## src/rtl/arpp_consts.vh

```
// Purpose: Constants for the converter result post-processing block
// Assumes: AXI4-Lite register window, 32-bit data, one register per aligned word
// Notes: Offsets are byte addresses
`ifndef ARPP_CONSTS_VH
`define ARPP_CONSTS_VH
// Register byte offsets
`define ARPP_OFS_CTRL 6'h00
`define ARPP_OFS_AVG 6'h04
`define ARPP_OFS_WIN 6'h08
`define ARPP_OFS_WLOW 6'h0c
`define ARPP_OFS_WUP 6'h10
`define ARPP_OFS_OFFS 6'h14
`define ARPP_OFS_GAIN 6'h18
`define ARPP_OFS_RESULT 6'h1c
`define ARPP_OFS_STATUS 6'h20
// Control register fields
`define ARPP_CTRL_DIFF 0
`define ARPP_CTRL_CORR 1
`define ARPP_CTRL_FREE 2
`define ARPP_CTRL_RES_LO 4
`define ARPP_CTRL_RES_HI 5
// Averaging register fields
`define ARPP_AVG_CNT_LO 0
`define ARPP_AVG_CNT_HI 3
`define ARPP_AVG_ADJ_LO 4
`define ARPP_AVG_ADJ_HI 6
// Status register fields
`define ARPP_ST_RDY 0
`define ARPP_ST_WIN 1
`define ARPP_ST_BUSY 2
// Resolution select codes
`define ARPP_RES_12 2'h0
`define ARPP_RES_16 2'h1
`define ARPP_RES_10 2'h2
`define ARPP_RES_8 2'h3
// Window modes
`define ARPP_WIN_OFF 3'h0
`define ARPP_WIN_ABOVE 3'h1
`define ARPP_WIN_BELOW 3'h2
`define ARPP_WIN_INSIDE 3'h3
`define ARPP_WIN_OUTSIDE 3'h4
// Sample count limits and shift caps
`define ARPP_CNT_MAX 4'ha
`define ARPP_CNT_NOAUTO 4'h4
`define ARPP_ADJ_MAX 3'h4
// Reset values
`define ARPP_RST_CTRL 6'h00
`define ARPP_RST_AVG 7'h00
`define ARPP_RST_GAIN 12'h800
// Gain is unsigned 1.11 fixed point, 12'h800 is unity
`define ARPP_GAIN_FRAC 11
// Correction latency in converter clock cycles
`define ARPP_CORR_LAT 4'hd
// Bus responses
`define ARPP_RESP_OK 2'h0
`define ARPP_RESP_ERR 2'h2
`endif

```

## src/rtl/arpp_core.v

```verilog
// Purpose: Result post-processing: averaging, oversampling, window monitor, offset/gain correction
// Assumes: Raw codes arrive on aclk from the conversion core, right aligned at the selected resolution
// Notes: Registers over AXI4-Lite; every output is driven by a flip-flop
//
// Behaviour
// [RL1] Averaging sums the selected number of samples and divides before publishing.
// [RL2] Sample count code 0..10 selects two to that power samples.
// [RL3] Divide by automatic shift plus adjust shift capped at four, total ten.
// [RL4] Software selects resolution code one before averaging two or more samples.
// [RL5] With averaging, result ready rises only after the full set completes.
// [RL6] Oversampling accumulates four to the n samples, shifts n, up to 16 bits.
// [RL7] Software pairs count and adjust codes for 13 to 16 bit results.
// [RL8] Window mode is a three-bit field; thresholds come from two registers.
// [RL9] Window compares signed in differential mode, unsigned otherwise.
// [RL10] Only threshold bits of the selected resolution take part; eight in 8-bit.
// [RL11] Differential 8-bit uses threshold bit seven as sign, ignoring bit eight.
// [RL12] Window match flag sets when a finished result meets the window condition.
// [RL13] With correction on, offset is subtracted from the code before storing.
// [RL14] Result is (code minus offset) times gain, only while correction enabled.
// [RL15] With correction, a single conversion result is delayed 13 more cycles.
// [RL16] Free running with correction delays only the first result.
// [RL17] Resolution offers 8, 10 and 12 bits, 12 bits after reset.
// [RL18] Ready request rises on complete result and clears on result read.
// [RL19] Reserved count codes act as one sample with no shift.
// [RL20] Gain is 1.11 fixed point; corrected result saturates to range.
//
// The register addresses and register access over AXI4-Lite were left to the implementer.
`timescale 1ns/1ns
`include "arpp_consts.vh"
module arpp_core #(
  parameter CODE_W = 12
) (
  input wire aclk,
  input wire aresetn,
  input wire conv_valid,
  input wire [CODE_W-1:0] conv_code,
  input wire [5:0] s_axi_awaddr,
  input wire s_axi_awvalid,
  output reg s_axi_awready,
  input wire [31:0] s_axi_wdata,
  input wire [3:0] s_axi_wstrb,
  input wire s_axi_wvalid,
  output reg s_axi_wready,
  output reg [1:0] s_axi_bresp,
  output reg s_axi_bvalid,
  input wire s_axi_bready,
  input wire [5:0] s_axi_araddr,
  input wire s_axi_arvalid,
  output reg s_axi_arready,
  output reg [31:0] s_axi_rdata,
  output reg [1:0] s_axi_rresp,
  output reg s_axi_rvalid,
  input wire s_axi_rready,
  output reg result_ready_flag,
  output reg window_match_flag
);
  // Configuration and state
  reg [5:0] ctrl_q;
  reg [6:0] averaging_control_q;
  reg [2:0] window_mode_select_q;
  reg [15:0] window_lower_threshold_q;
  reg [15:0] window_upper_threshold_q;
  reg [11:0] offset_correction_value_q;
  reg [11:0] gain_correction_value_q;
  reg [15:0] result_q;
  reg [21:0] acc_q;
  reg [10:0] cnt_q;
  reg [15:0] pend_q;
  reg pend_vld_q;
  reg [3:0] delay_q;
  reg first_done_q;
  reg [5:0] aw_addr_q;
  reg aw_have_q;
  reg [31:0] w_data_q;
  reg [3:0] w_strb_q;
  reg w_have_q;

  wire diff_mode = ctrl_q[`ARPP_CTRL_DIFF];
  wire correction_enable = ctrl_q[`ARPP_CTRL_CORR];
  wire free_run = ctrl_q[`ARPP_CTRL_FREE];
  wire [1:0] resolution_select = ctrl_q[`ARPP_CTRL_RES_HI:`ARPP_CTRL_RES_LO];
  wire [3:0] sample_count_select = averaging_control_q[`ARPP_AVG_CNT_HI:`ARPP_AVG_CNT_LO];
  wire [2:0] division_shift_adjust = averaging_control_q[`ARPP_AVG_ADJ_HI:`ARPP_AVG_ADJ_LO];

  // Accumulation control
  wire avg_on = (sample_count_select != 4'h0) && (sample_count_select <= `ARPP_CNT_MAX); // RL19
  wire [10:0] cnt_target = avg_on ? (11'h001 << sample_count_select) : 11'h001; // RL2
  wire [3:0] auto_shift = (sample_count_select > `ARPP_CNT_NOAUTO) ?
    (sample_count_select - `ARPP_CNT_NOAUTO) : 4'h0;
  wire [2:0] adj_capped = (division_shift_adjust > `ARPP_ADJ_MAX) ? `ARPP_ADJ_MAX : division_shift_adjust;
  wire [3:0] total_shift = avg_on ? (auto_shift + {1'b0, adj_capped}) : 4'h0; // RL3 RL6
  wire [21:0] acc_sum = acc_q + {{(22-CODE_W){1'b0}}, conv_code};
  wire [21:0] acc_div = acc_sum >> total_shift; // RL1
  wire set_done = conv_valid && (cnt_q + 11'h001 == cnt_target); // RL5
  wire [15:0] plain_val = avg_on ? acc_div[15:0] : {{(16-CODE_W){1'b0}}, conv_code};

  // Width of the published result
  reg [4:0] res_w;
  always @* begin
    if (avg_on) begin
      res_w = 5'd16; // RL6
    end else begin
      case (resolution_select) // RL17
        `ARPP_RES_8: res_w = 5'd8;
        `ARPP_RES_10: res_w = 5'd10;
        default: res_w = 5'd12;
      endcase
    end
  end

  // Keep the low w bits and extend from bit w-1 when signed
  function [16:0] arpp_ext;
    input [15:0] v;
    input [4:0] w;
    input sgn;
    integer i;
    begin
      for (i = 0; i < 17; i = i + 1) begin
        if (i < w)
          arpp_ext[i] = v[i];
        else
          arpp_ext[i] = sgn & v[w-1];
      end
    end
  endfunction

  // Offset and gain correction with saturation
  wire [16:0] plain_ext = arpp_ext(plain_val, res_w, diff_mode); // Signed codes in differential mode
  reg signed [17:0] corr_diff;
  reg signed [31:0] corr_prod;
  reg signed [31:0] corr_max;
  reg signed [31:0] corr_min;
  reg [15:0] corr_val;
  always @* begin
    corr_diff = $signed({plain_ext[16], plain_ext}) - $signed({{6{offset_correction_value_q[11]}},
      offset_correction_value_q}); // RL13
    corr_prod = (corr_diff * $signed({1'b0, gain_correction_value_q})) >>> `ARPP_GAIN_FRAC; // RL14 RL20
    corr_max = diff_mode ? ((32'sd1 <<< (res_w - 5'd1)) - 32'sd1) : ((32'sd1 <<< res_w) - 32'sd1);
    corr_min = diff_mode ? -(32'sd1 <<< (res_w - 5'd1)) : 32'sd0;
    if (!correction_enable)
      corr_val = plain_val; // RL14
    else if (corr_prod > corr_max)
      corr_val = corr_max[15:0]; // RL20
    else if (corr_prod < corr_min)
      corr_val = corr_min[15:0];
    else
      corr_val = corr_prod[15:0];
  end

  // Window comparison of the pending result
  wire [16:0] cmp_res = arpp_ext(pend_q, res_w, diff_mode); // RL9
  wire [16:0] cmp_low = arpp_ext(window_lower_threshold_q, res_w, diff_mode); // RL10 RL11
  wire [16:0] cmp_up = arpp_ext(window_upper_threshold_q, res_w, diff_mode); // RL10 RL11
  wire above = $signed(cmp_res) > $signed(cmp_low);
  wire below = $signed(cmp_res) < $signed(cmp_up);
  reg win_hit;
  always @* begin
    case (window_mode_select_q) // RL8
      `ARPP_WIN_ABOVE: win_hit = above;
      `ARPP_WIN_BELOW: win_hit = below;
      `ARPP_WIN_INSIDE: win_hit = above && below;
      `ARPP_WIN_OUTSIDE: win_hit = !(above && below);
      default: win_hit = 1'b0;
    endcase
  end

  // Bus decode
  wire wr_go = aw_have_q && w_have_q && !s_axi_bvalid;
  wire [31:0] wmask = {{8{w_strb_q[3]}}, {8{w_strb_q[2]}}, {8{w_strb_q[1]}}, {8{w_strb_q[0]}}};
  wire [31:0] wval = w_data_q & wmask;
  wire rd_go = s_axi_arvalid && s_axi_arready;
  wire rd_result = rd_go && (s_axi_araddr == `ARPP_OFS_RESULT);
  wire wr_status = wr_go && (aw_addr_q == `ARPP_OFS_STATUS);
  wire publish = pend_vld_q && (delay_q == 4'h0);
  reg wr_hit;
  always @* begin
    case (aw_addr_q)
      `ARPP_OFS_CTRL, `ARPP_OFS_AVG, `ARPP_OFS_WIN, `ARPP_OFS_WLOW, `ARPP_OFS_WUP,
      `ARPP_OFS_OFFS, `ARPP_OFS_GAIN, `ARPP_OFS_STATUS: wr_hit = 1'b1;
      default: wr_hit = 1'b0;
    endcase
  end

  // Read mux
  reg [31:0] rd_val;
  reg rd_hit;
  always @* begin
    rd_hit = 1'b1;
    case (s_axi_araddr)
      `ARPP_OFS_CTRL: rd_val = {26'h0, ctrl_q};
      `ARPP_OFS_AVG: rd_val = {25'h0, averaging_control_q};
      `ARPP_OFS_WIN: rd_val = {29'h0, window_mode_select_q};
      `ARPP_OFS_WLOW: rd_val = {16'h0, window_lower_threshold_q};
      `ARPP_OFS_WUP: rd_val = {16'h0, window_upper_threshold_q};
      `ARPP_OFS_OFFS: rd_val = {20'h0, offset_correction_value_q};
      `ARPP_OFS_GAIN: rd_val = {20'h0, gain_correction_value_q};
      `ARPP_OFS_RESULT: rd_val = {16'h0, result_q};
      `ARPP_OFS_STATUS: rd_val = {29'h0, pend_vld_q, window_match_flag, result_ready_flag};
      default: begin
        rd_val = 32'h0;
        rd_hit = 1'b0;
      end
    endcase
  end

  // AXI4-Lite handshakes; address and data taken in either order
  always @(posedge aclk) begin
    if (!aresetn) begin
      aw_have_q <= 1'b0;
      w_have_q <= 1'b0;
      aw_addr_q <= 6'h00;
      w_data_q <= 32'h0;
      w_strb_q <= 4'h0;
      s_axi_awready <= 1'b0;
      s_axi_wready <= 1'b0;
      s_axi_bvalid <= 1'b0;
      s_axi_bresp <= `ARPP_RESP_OK;
      s_axi_arready <= 1'b0;
      s_axi_rvalid <= 1'b0;
      s_axi_rresp <= `ARPP_RESP_OK;
      s_axi_rdata <= 32'h0;
    end else begin
      s_axi_awready <= !aw_have_q && !(s_axi_awvalid && s_axi_awready) && !wr_go;
      s_axi_wready <= !w_have_q && !(s_axi_wvalid && s_axi_wready) && !wr_go;
      if (s_axi_awvalid && s_axi_awready) begin
        aw_have_q <= 1'b1;
        aw_addr_q <= s_axi_awaddr;
      end else if (wr_go) begin
        aw_have_q <= 1'b0;
      end
      if (s_axi_wvalid && s_axi_wready) begin
        w_have_q <= 1'b1;
        w_data_q <= s_axi_wdata;
        w_strb_q <= s_axi_wstrb;
      end else if (wr_go) begin
        w_have_q <= 1'b0;
      end
      if (wr_go) begin
        s_axi_bvalid <= 1'b1;
        s_axi_bresp <= wr_hit ? `ARPP_RESP_OK : `ARPP_RESP_ERR;
      end else if (s_axi_bready) begin
        s_axi_bvalid <= 1'b0;
      end
      s_axi_arready <= !s_axi_rvalid && !rd_go;
      if (rd_go) begin
        s_axi_rvalid <= 1'b1;
        s_axi_rdata <= rd_val;
        s_axi_rresp <= rd_hit ? `ARPP_RESP_OK : `ARPP_RESP_ERR;
      end else if (s_axi_rready) begin
        s_axi_rvalid <= 1'b0;
      end
    end
  end

  // Register writes with byte strobes
  always @(posedge aclk) begin
    if (!aresetn) begin
      ctrl_q <= `ARPP_RST_CTRL; // RL17
      averaging_control_q <= `ARPP_RST_AVG;
      window_mode_select_q <= `ARPP_WIN_OFF;
      window_lower_threshold_q <= 16'h0;
      window_upper_threshold_q <= 16'h0;
      offset_correction_value_q <= 12'h0;
      gain_correction_value_q <= `ARPP_RST_GAIN;
    end else if (wr_go) begin
      case (aw_addr_q)
        `ARPP_OFS_CTRL: ctrl_q <= (ctrl_q & ~wmask[5:0]) | wval[5:0];
        `ARPP_OFS_AVG: averaging_control_q <= (averaging_control_q & ~wmask[6:0]) | wval[6:0];
        `ARPP_OFS_WIN: window_mode_select_q <= (window_mode_select_q & ~wmask[2:0]) | wval[2:0]; // RL8
        `ARPP_OFS_WLOW: window_lower_threshold_q <= (window_lower_threshold_q & ~wmask[15:0]) | wval[15:0];
        `ARPP_OFS_WUP: window_upper_threshold_q <= (window_upper_threshold_q & ~wmask[15:0]) | wval[15:0];
        `ARPP_OFS_OFFS: offset_correction_value_q <= (offset_correction_value_q & ~wmask[11:0]) | wval[11:0];
        `ARPP_OFS_GAIN: gain_correction_value_q <= (gain_correction_value_q & ~wmask[11:0]) | wval[11:0];
        default: ctrl_q <= ctrl_q;
      endcase
    end
  end

  // Accumulate samples and hand the finished value to the correction delay
  always @(posedge aclk) begin
    if (!aresetn) begin
      acc_q <= 22'h0;
      cnt_q <= 11'h000;
      pend_q <= 16'h0;
      pend_vld_q <= 1'b0;
      delay_q <= 4'h0;
      first_done_q <= 1'b0;
    end else begin
      if (conv_valid) begin
        if (set_done) begin
          acc_q <= 22'h0; // RL1 RL5
          cnt_q <= 11'h000;
        end else begin
          acc_q <= acc_sum;
          cnt_q <= cnt_q + 11'h001;
        end
      end
      if (!free_run || !correction_enable)
        first_done_q <= 1'b0;
      else if (publish)
        first_done_q <= 1'b1; // RL16
      if (conv_valid && set_done) begin
        pend_q <= corr_val;
        pend_vld_q <= 1'b1;
        delay_q <= (correction_enable && !first_done_q) ? `ARPP_CORR_LAT : 4'h0; // RL15 RL16
      end else if (publish) begin
        pend_vld_q <= 1'b0;
      end else if (pend_vld_q) begin
        delay_q <= delay_q - 4'h1;
      end
    end
  end

  // Result register and sticky flags; a new event wins over a clear
  always @(posedge aclk) begin
    if (!aresetn) begin
      result_q <= 16'h0;
      result_ready_flag <= 1'b0;
      window_match_flag <= 1'b0;
    end else begin
      if (publish)
        result_q <= pend_q;
      result_ready_flag <= publish || (result_ready_flag && !rd_result); // RL5 RL18
      window_match_flag <= (publish && win_hit) ||
        (window_match_flag && !(wr_status && wval[`ARPP_ST_WIN])); // RL12
    end
  end

endmodule // arpp_core

```

## config.mk

```make
export PLATFORM = sky130hd
export DESIGN_NAME = arpp_core
export DESIGN_NICKNAME = d
export VERILOG_FILES = /design/src/rtl/arpp_core.v
export VERILOG_INCLUDE_DIRS = /design/src /design/src/rtl
export SDC_FILE = /design/constraint.sdc
export NUM_CORES = 1
export LEC_CHECK = 0
export BUFFER_PORTS_ARGS = -buffer_cell sky130_fd_sc_hd__buf_2
export CAP_MARGIN = 20
export CORE_MARGIN = 8
export CORE_UTILIZATION = 26
export CTS_CLUSTER_DIAMETER = 120
export DETAILED_ROUTE_END_ITERATION = 16
export PLACE_DENSITY = 0.42
export SKIP_CTS_REPAIR_TIMING = 1
export SYNTH_ARGS = -nofsm -noshare
export SYNTH_HDL_FRONTEND = slang
export SYNTH_SLANG_ARGS = --single-unit
```

## constraint.sdc

```tcl
create_clock -name aclk -period 15 [get_ports aclk]
set_input_delay 3 -clock aclk [delete_from_list [all_inputs] [get_ports aclk]]
set_output_delay 3 -clock aclk [all_outputs]
set_load 0.02 [all_outputs]
```

==> results of run 1 <==
[cell type report]
cell class / instances / area [µm²]
diodes: 2 / 5.00
clock buffers: 18 / 439
clock inverters: 14 / 180
fillers: 9438 / 59300
inverters: 352 / 1330
multi-input cells: 2219 / 18000
flip-flops and latches: 194 / 3880
well taps: 1165 / 1460
repair buffers: 493 / 3660
[per-layer routing]
metal / vias to the layer above / part of all wire, % / GRT usage (%)
li1: 10600 / - / -
met1: 10500 / 48 / 21.4
met2: 380 / 47 / 26.3
met3: 68 / 3.3 / 1.68
met4: 0 / 1.6 / 2.79
met5: - / 0 / 0
[metrics by stage]
step / cell area, µm² / util, %
3_5_place_dp: 27500 / 31.1
4_1_cts: 28100 / 31.8
5_1_grt: 29000 / 32.8
6_report: 29000 / 32.8
3_3_place_gp: 27500 / 31.1
2_1_floorplan: 23300 / -
[worst max-delay path, delay by kind of cell]
family / cells / cell delay [ps]
and+or+nand+nor: 12 / 2530
adders and majority gates: 9 / 3780
xor gates and xnor gates: 1 / 320
AOI/OAI and AO/OA: 23 / 4680
buffers and inverters: 10 / 1180
[final timing paths]
kind / cells past startpoint / start / to
max: 55 / conv_code[3] / pend_q[4]$_SDFFE_PN0P_
min: 1 / w_have_q$_SDFFE_PN0P_ / s_axi_wready$_SDFF_PN0_
max reg2reg: 55 / flop / pend_q[4]$_SDFFE_PN0P_
min reg2reg: 1 / w_have_q$_SDFFE_PN0P_ / s_axi_wready$_SDFF_PN0_
[cells in the mapped netlist, types with 18 or more instances]
library cell,count
mux2i_1,89
o21a_1,26
clkbuf_1,131
nand2_1,374
xnor2_1,43
nor2b_1,24
ha_1,199
nand2b_1,26
a21o_1,62
nor3_1,45
fa_1,196
nand3_1,71
and2_1,110
a211oi_1,20
o211ai_1,20
xor2_1,20
mux4_2,20
nor2_1,230
a22oi_1,32
a21oi_1,188
nand4_1,19
a31oi_1,23
o21ai_0,112
inv_1,347
dfxtp_1,194
buf_4,18
[where the power goes]
part	internal (mW)	switching (mW)	leakage, nW
clock	0.233	0.258	0.300
combinational	0.235	0.273	11.2
sequential	0.532	0.0235	1.57
[kinds of logic (layout without fill, tap and decap cells)]
logic type / Yosys count / in the layout
multiplexers: 115 / 115
other: 2 / 21
AND/OR/NAND/NOR: 998 / 998
flip-flops: 194 / 194
AO/OA/AOI/OAI: 627 / 627
buffers and inverters: 520 / 877
adder cells (fa/ha/maj): 396 / 396
XOR/XNOR: 64 / 64
==> impl_results.md, run 1 <==
- Clock buffer depth: 2
- Layout cells sized above 1: 21.1%
- Crit path launch type: input pin
- Reg-to-reg setup timing slack: 1710 ps
- Pwr dens: 53.7 nW/µm²
- First-pass GRT wire length: 123000 µm
- Tightest Pin Transition: 1050 ps
- # Max-Cap Violations: 0
- Seq/Total Area, Yosys: 16.8%
- Clock latency on the worst-skew pair: 470 ps
- Syn-to-layout area delta: 25.2%
- Rows: 109
- Clock Skews: 24.4 ps
- Mapped cell area: 23100 µm²
- Dpl ws: -1260 ps
- Initial antenna violation count: 2
- Synth area leader: fa_1
- Final std cells w/o fill: 4457
- Tightest Hold Check Type: flop to flop
- # IOs: 111
- Fin. Hold Viols: 0
- Mean routed wirelength per cell: 17.5 µm
- Final worst slack: -98.8 ps
- CTS buffer count: 17
- Total global routing overflow: 0
- Largest family of logic cells by synthesized area: adder cells
- Post-route DRC: 0
- Yosys reg bits: 194
- CP most frequent cell: fa_1
- Hpwl dp: 62800 µm
- Final Power: 1.55 mW
- Multiplexer share of the synthesized area: 6.09%
- Predominant post-synthesis flop cell: dfxtp_1
- Adder-cell area share of the yosys netlist: 27.8%
- ANT nets after route: 0
- Status: finished with violations
- RSZ-0062 raised after global routing: true
- Fmax achieved: 66.2 MHz
- VDD IR max: 0.0000880 V
- Post-synthesis simple-gate area fraction: 20.3%
- # setup viols final: 12
- Compound-cell area share of the yosys netlist: 17.8%
- Final min period: 15100 ps
- Final net count: 3740
- DR vias: 21500
- Post-synth top area share: 17.0%
- CTS root buf: clkbuf_16
- Syn_area_per_cell: 7.93 µm²
- Cell count after placement: 4399
- Failing checks: negative setup slack
- Drt initial violations: 1167
- Setup TNS after final layout: -416 ps
- Vias per cell: 4.83
- Leading cell types in the layout, fill and taps excluded: 403 x buf_4, 370 x nand2_1, 343 x inv_1
- Worst hold slack: 436 ps
- WS Path Type: input pin to flop
- GRT Resource Usage Total: 15.5%
- CP required: 15400 ps
- Most common cell after layout, fill and taps aside: buf_4
- Crit-path max FO: 6
- Dominant cells by area after synthesis: fa_1 17%, dfxtp_1 17%, ha_1 11%
- CTS tree: yes
- H-tree depth: 4
- Syn Inst Count: 2916
- Area of the die: 98800 µm²
- Post-Route WL: 78200 µm
- Die X: 314 µm
- EDFF count, synth: 0
- Arr. time, crit path: 15500 ps
- Asr flop ratio synth: 0%
- CP max stage cell: fa_1
- Leakage Power: 13.0 nW
- Critical Path Sink Type: flop
- DIE HEIGHT: 314 µm
- GP Congestion: 0.842
- Starting Density: 26.2%
- Final Max Tran Viols: 0
- Xor-xnor portion of the synthesized cell area: 2.46%
- Synth warn: 0
- Largest net degree at the start of global routing: 96
- Pre-antenna DRT Iters: 7
- CP max stage delay: 550 ps
- Synth cell types: 101
- # clock sinks: 194
- Vias in the first global route: 21600
- Placeable Area: 88200 µm²
- Period utilization: 101%
- Input/output buffers: 74
- Normalized max-slew margin: 29.6%
- CTS clk-pin slew, worst paths: 90 ps
(Power assumes the default switching activity.)
==> run 2: changes to the inputs <==
Settings changed: BUFFER_PORTS_ARGS -buffer_cell sky130_fd_sc_hd__buf_2 to -buffer_cell sky130_fd_sc_hd__buf_4, CORE_MARGIN 8 to not set.
==> impl_results.md, run 2 (synthesis results as in run 1) <==
- Area of the die: 90200 µm² (-8.7%)
- Input/output buffers: 74 (unchanged)
- DR vias: 21500 (+0.019%)
- Hpwl dp: 62800 µm (about the same)
- Placeable Area: 88200 µm² (unchanged)
- Final net count: 3752 (+0.32%)
- GRT Resource Usage Total: 17.4% (+1.9 points)
- Fin area: 29800 µm² (+2.9%)
- Syn-to-layout area delta: 28.8%
- Tightest Hold Check Type: flop to flop
- Crit-path max FO: 8 (+2)
- Layout cells sized above 1: 23.3% (+2.2 points)
- CP max stage cell: fa_1
- Worst hold slack: 431 ps (-5.18 ps)
- Clock latency on the worst-skew pair: 480 ps (about the same)
- Fill count: 9416 (-0.23%)
- Most common cell after layout, fill and taps aside: buf_4
- Final worst slack: 82.5 ps (+181 ps)
- Final Power: 1.62 mW (+4.0%)
- Pwr dens: 54.2 nW/µm² (+1.0%)
- GP Congestion: 0.872 (+3.6%)
- CTS root buf: clkbuf_16
- # clock sinks: 194 (unchanged)
- Post-route DRC: 0 (unchanged)
- Dpl ws: -1110 ps (+149 ps)
- Tightest Pin Transition: 1150 ps (+104 ps)
- Clock Skews: 17.8 ps (-6.56 ps)
- DIE HEIGHT: 300 µm (-4.5%)
- VDD IR max: 0.0000852 V (-3.2%)
- Period utilization: 99.5% (-1.2 points)
- Final min period: 14920 ps (-181 ps)
- Normalized max-slew margin: 23.1% (-6.5 points)
- Total global routing overflow: 0 (unchanged)
- CP max stage delay: 530 ps (-20 ps)
- H-tree depth: 4 (unchanged)
- CTS tree: yes
- Critical Path Sink Type: flop
- Initial antenna violation count: 1 (-1)
- CTS buffer count: 17 (unchanged)
- Drt initial violations: 1167 (unchanged)
- Storage element area: 3880 µm² (unchanged)
- Final std cells w/o fill: 4468 (+0.25%)
- RSZ-0062 raised after global routing: true
- Vias per cell: 4.82 (-0.23%)
- Status: completed
- # Max-Cap Violations: 0 (unchanged)
- CP required: 15410 ps (about the same)
- Die X: 300 µm (-4.5%)
- Setup TNS after final layout: 0 ps (+416 ps)
- WS Path Type: input pin to flop
- Leakage Power: 13.2 nW (+1.4%)
- Leading cell types in the layout, fill and taps excluded: 481 x buf_4, 365 x nand2_1, 334 x inv_1
- Fmax achieved: 67.0 MHz (+1.2%)
- Multi-input gate area: 18500 µm² (+2.6%)
- Fin. Hold Viols: 0 (unchanged)
- # setup viols final: 0 (-12)
- Vias in the first global route: 21400 (-1.2%)
- Mean routed wirelength per cell: 17.7 µm (+0.59%)
- # IOs: 111 (unchanged)
- Starting Density: 26.2% (unchanged)
- Cell count after placement: 4407 (+0.18%)
- Final Core Density: 33.8% (+0.95 points)
- First-pass GRT wire length: 123000 µm (-0.48%)
- CTS clk-pin slew, worst paths: 80 ps (about the same)
- Clock buffer depth: 2 (unchanged)
- Cell Area, Placed: 27700 µm² (+0.75%)
- Pre-antenna DRT Iters: 5 (-2)
- CP most frequent cell: buf_4
- Post-Route WL: 78900 µm (+0.84%)
- Arr. time, crit path: 15330 ps (-170 ps)
- ANT nets after route: 0 (unchanged)
- Largest net degree at the start of global routing: 94 (-2.1%)
- Final Max Tran Viols: 0 (unchanged)
- Crit path launch type: input pin
- Rows: 109 (unchanged)
## run 2: cell types whose count changed in the layout (fill, tap and decap cells not counted), moves of 5 or more
cell | previous run | this run
fa_2 | 2 | 8
buf_4 | 403 | 481
nand2_1 | 370 | 365
a21oi_2 | 12 | 20
inv_1 | 343 | 334
and2_4 | 0 | 5
ha_1 | 182 | 164
inv_2 | 7 | 15
ha_4 | 12 | 33
and2_1 | 110 | 105
fa_1 | 194 | 188
a21oi_1 | 175 | 168
buf_2 | 73 | 0
## run 2: critical path: cells and delay by family
kind                       cells  cell delay [ps]
AOI/OAI and AO/OA             24             4800
adders and majority gates      9             3550
buffers and inverters         16             2010
and+or+nand+nor                8             1540
muxes                          1              290
xor gates and xnor gates       1               80
## run 2: layout make-up
cell class / count / share of cell area [%]
multi-input combinational: 2219 / 62.0
timing repair buffer: 505 / 13.4
sequential: 194 / 13.0
tap: 1165 / 4.89
inverter: 352 / 4.45
clock buffer: 17 / 1.43
clock inverter: 15 / 0.806
antenna: 1 / 0.00840
## run 2: power breakdown
group	leakage, nW	switching, mW	internal (mW)
registers	1.57	0.0244	0.532
logic	11.3	0.282	0.254
clock network	0.314	0.262	0.261
## run 2: path summary, 6_finish.rpt
kind,startpoint,to,slack (ps),cells after the start
worst min register to register,w_have_q$_SDFFE_PN0P_,s_axi_wready$_SDFF_PN0_,430,1
worst max-delay path,conv_code[3],pend_q[4]$_SDFFE_PN0P_,80,59
worst min-delay path,w_have_q$_SDFFE_PN0P_,s_axi_wready$_SDFF_PN0_,430,1
worst max register to register,flop,pend_q[4]$_SDFFE_PN0P_,1760,59
## run 2: per-layer routing
layer	global-route usage, %	share of wire [%]
met4	3.36	1.5
met3	1.85	3.1
met1	24.0	48
met5	0	0
met2	29.3	48
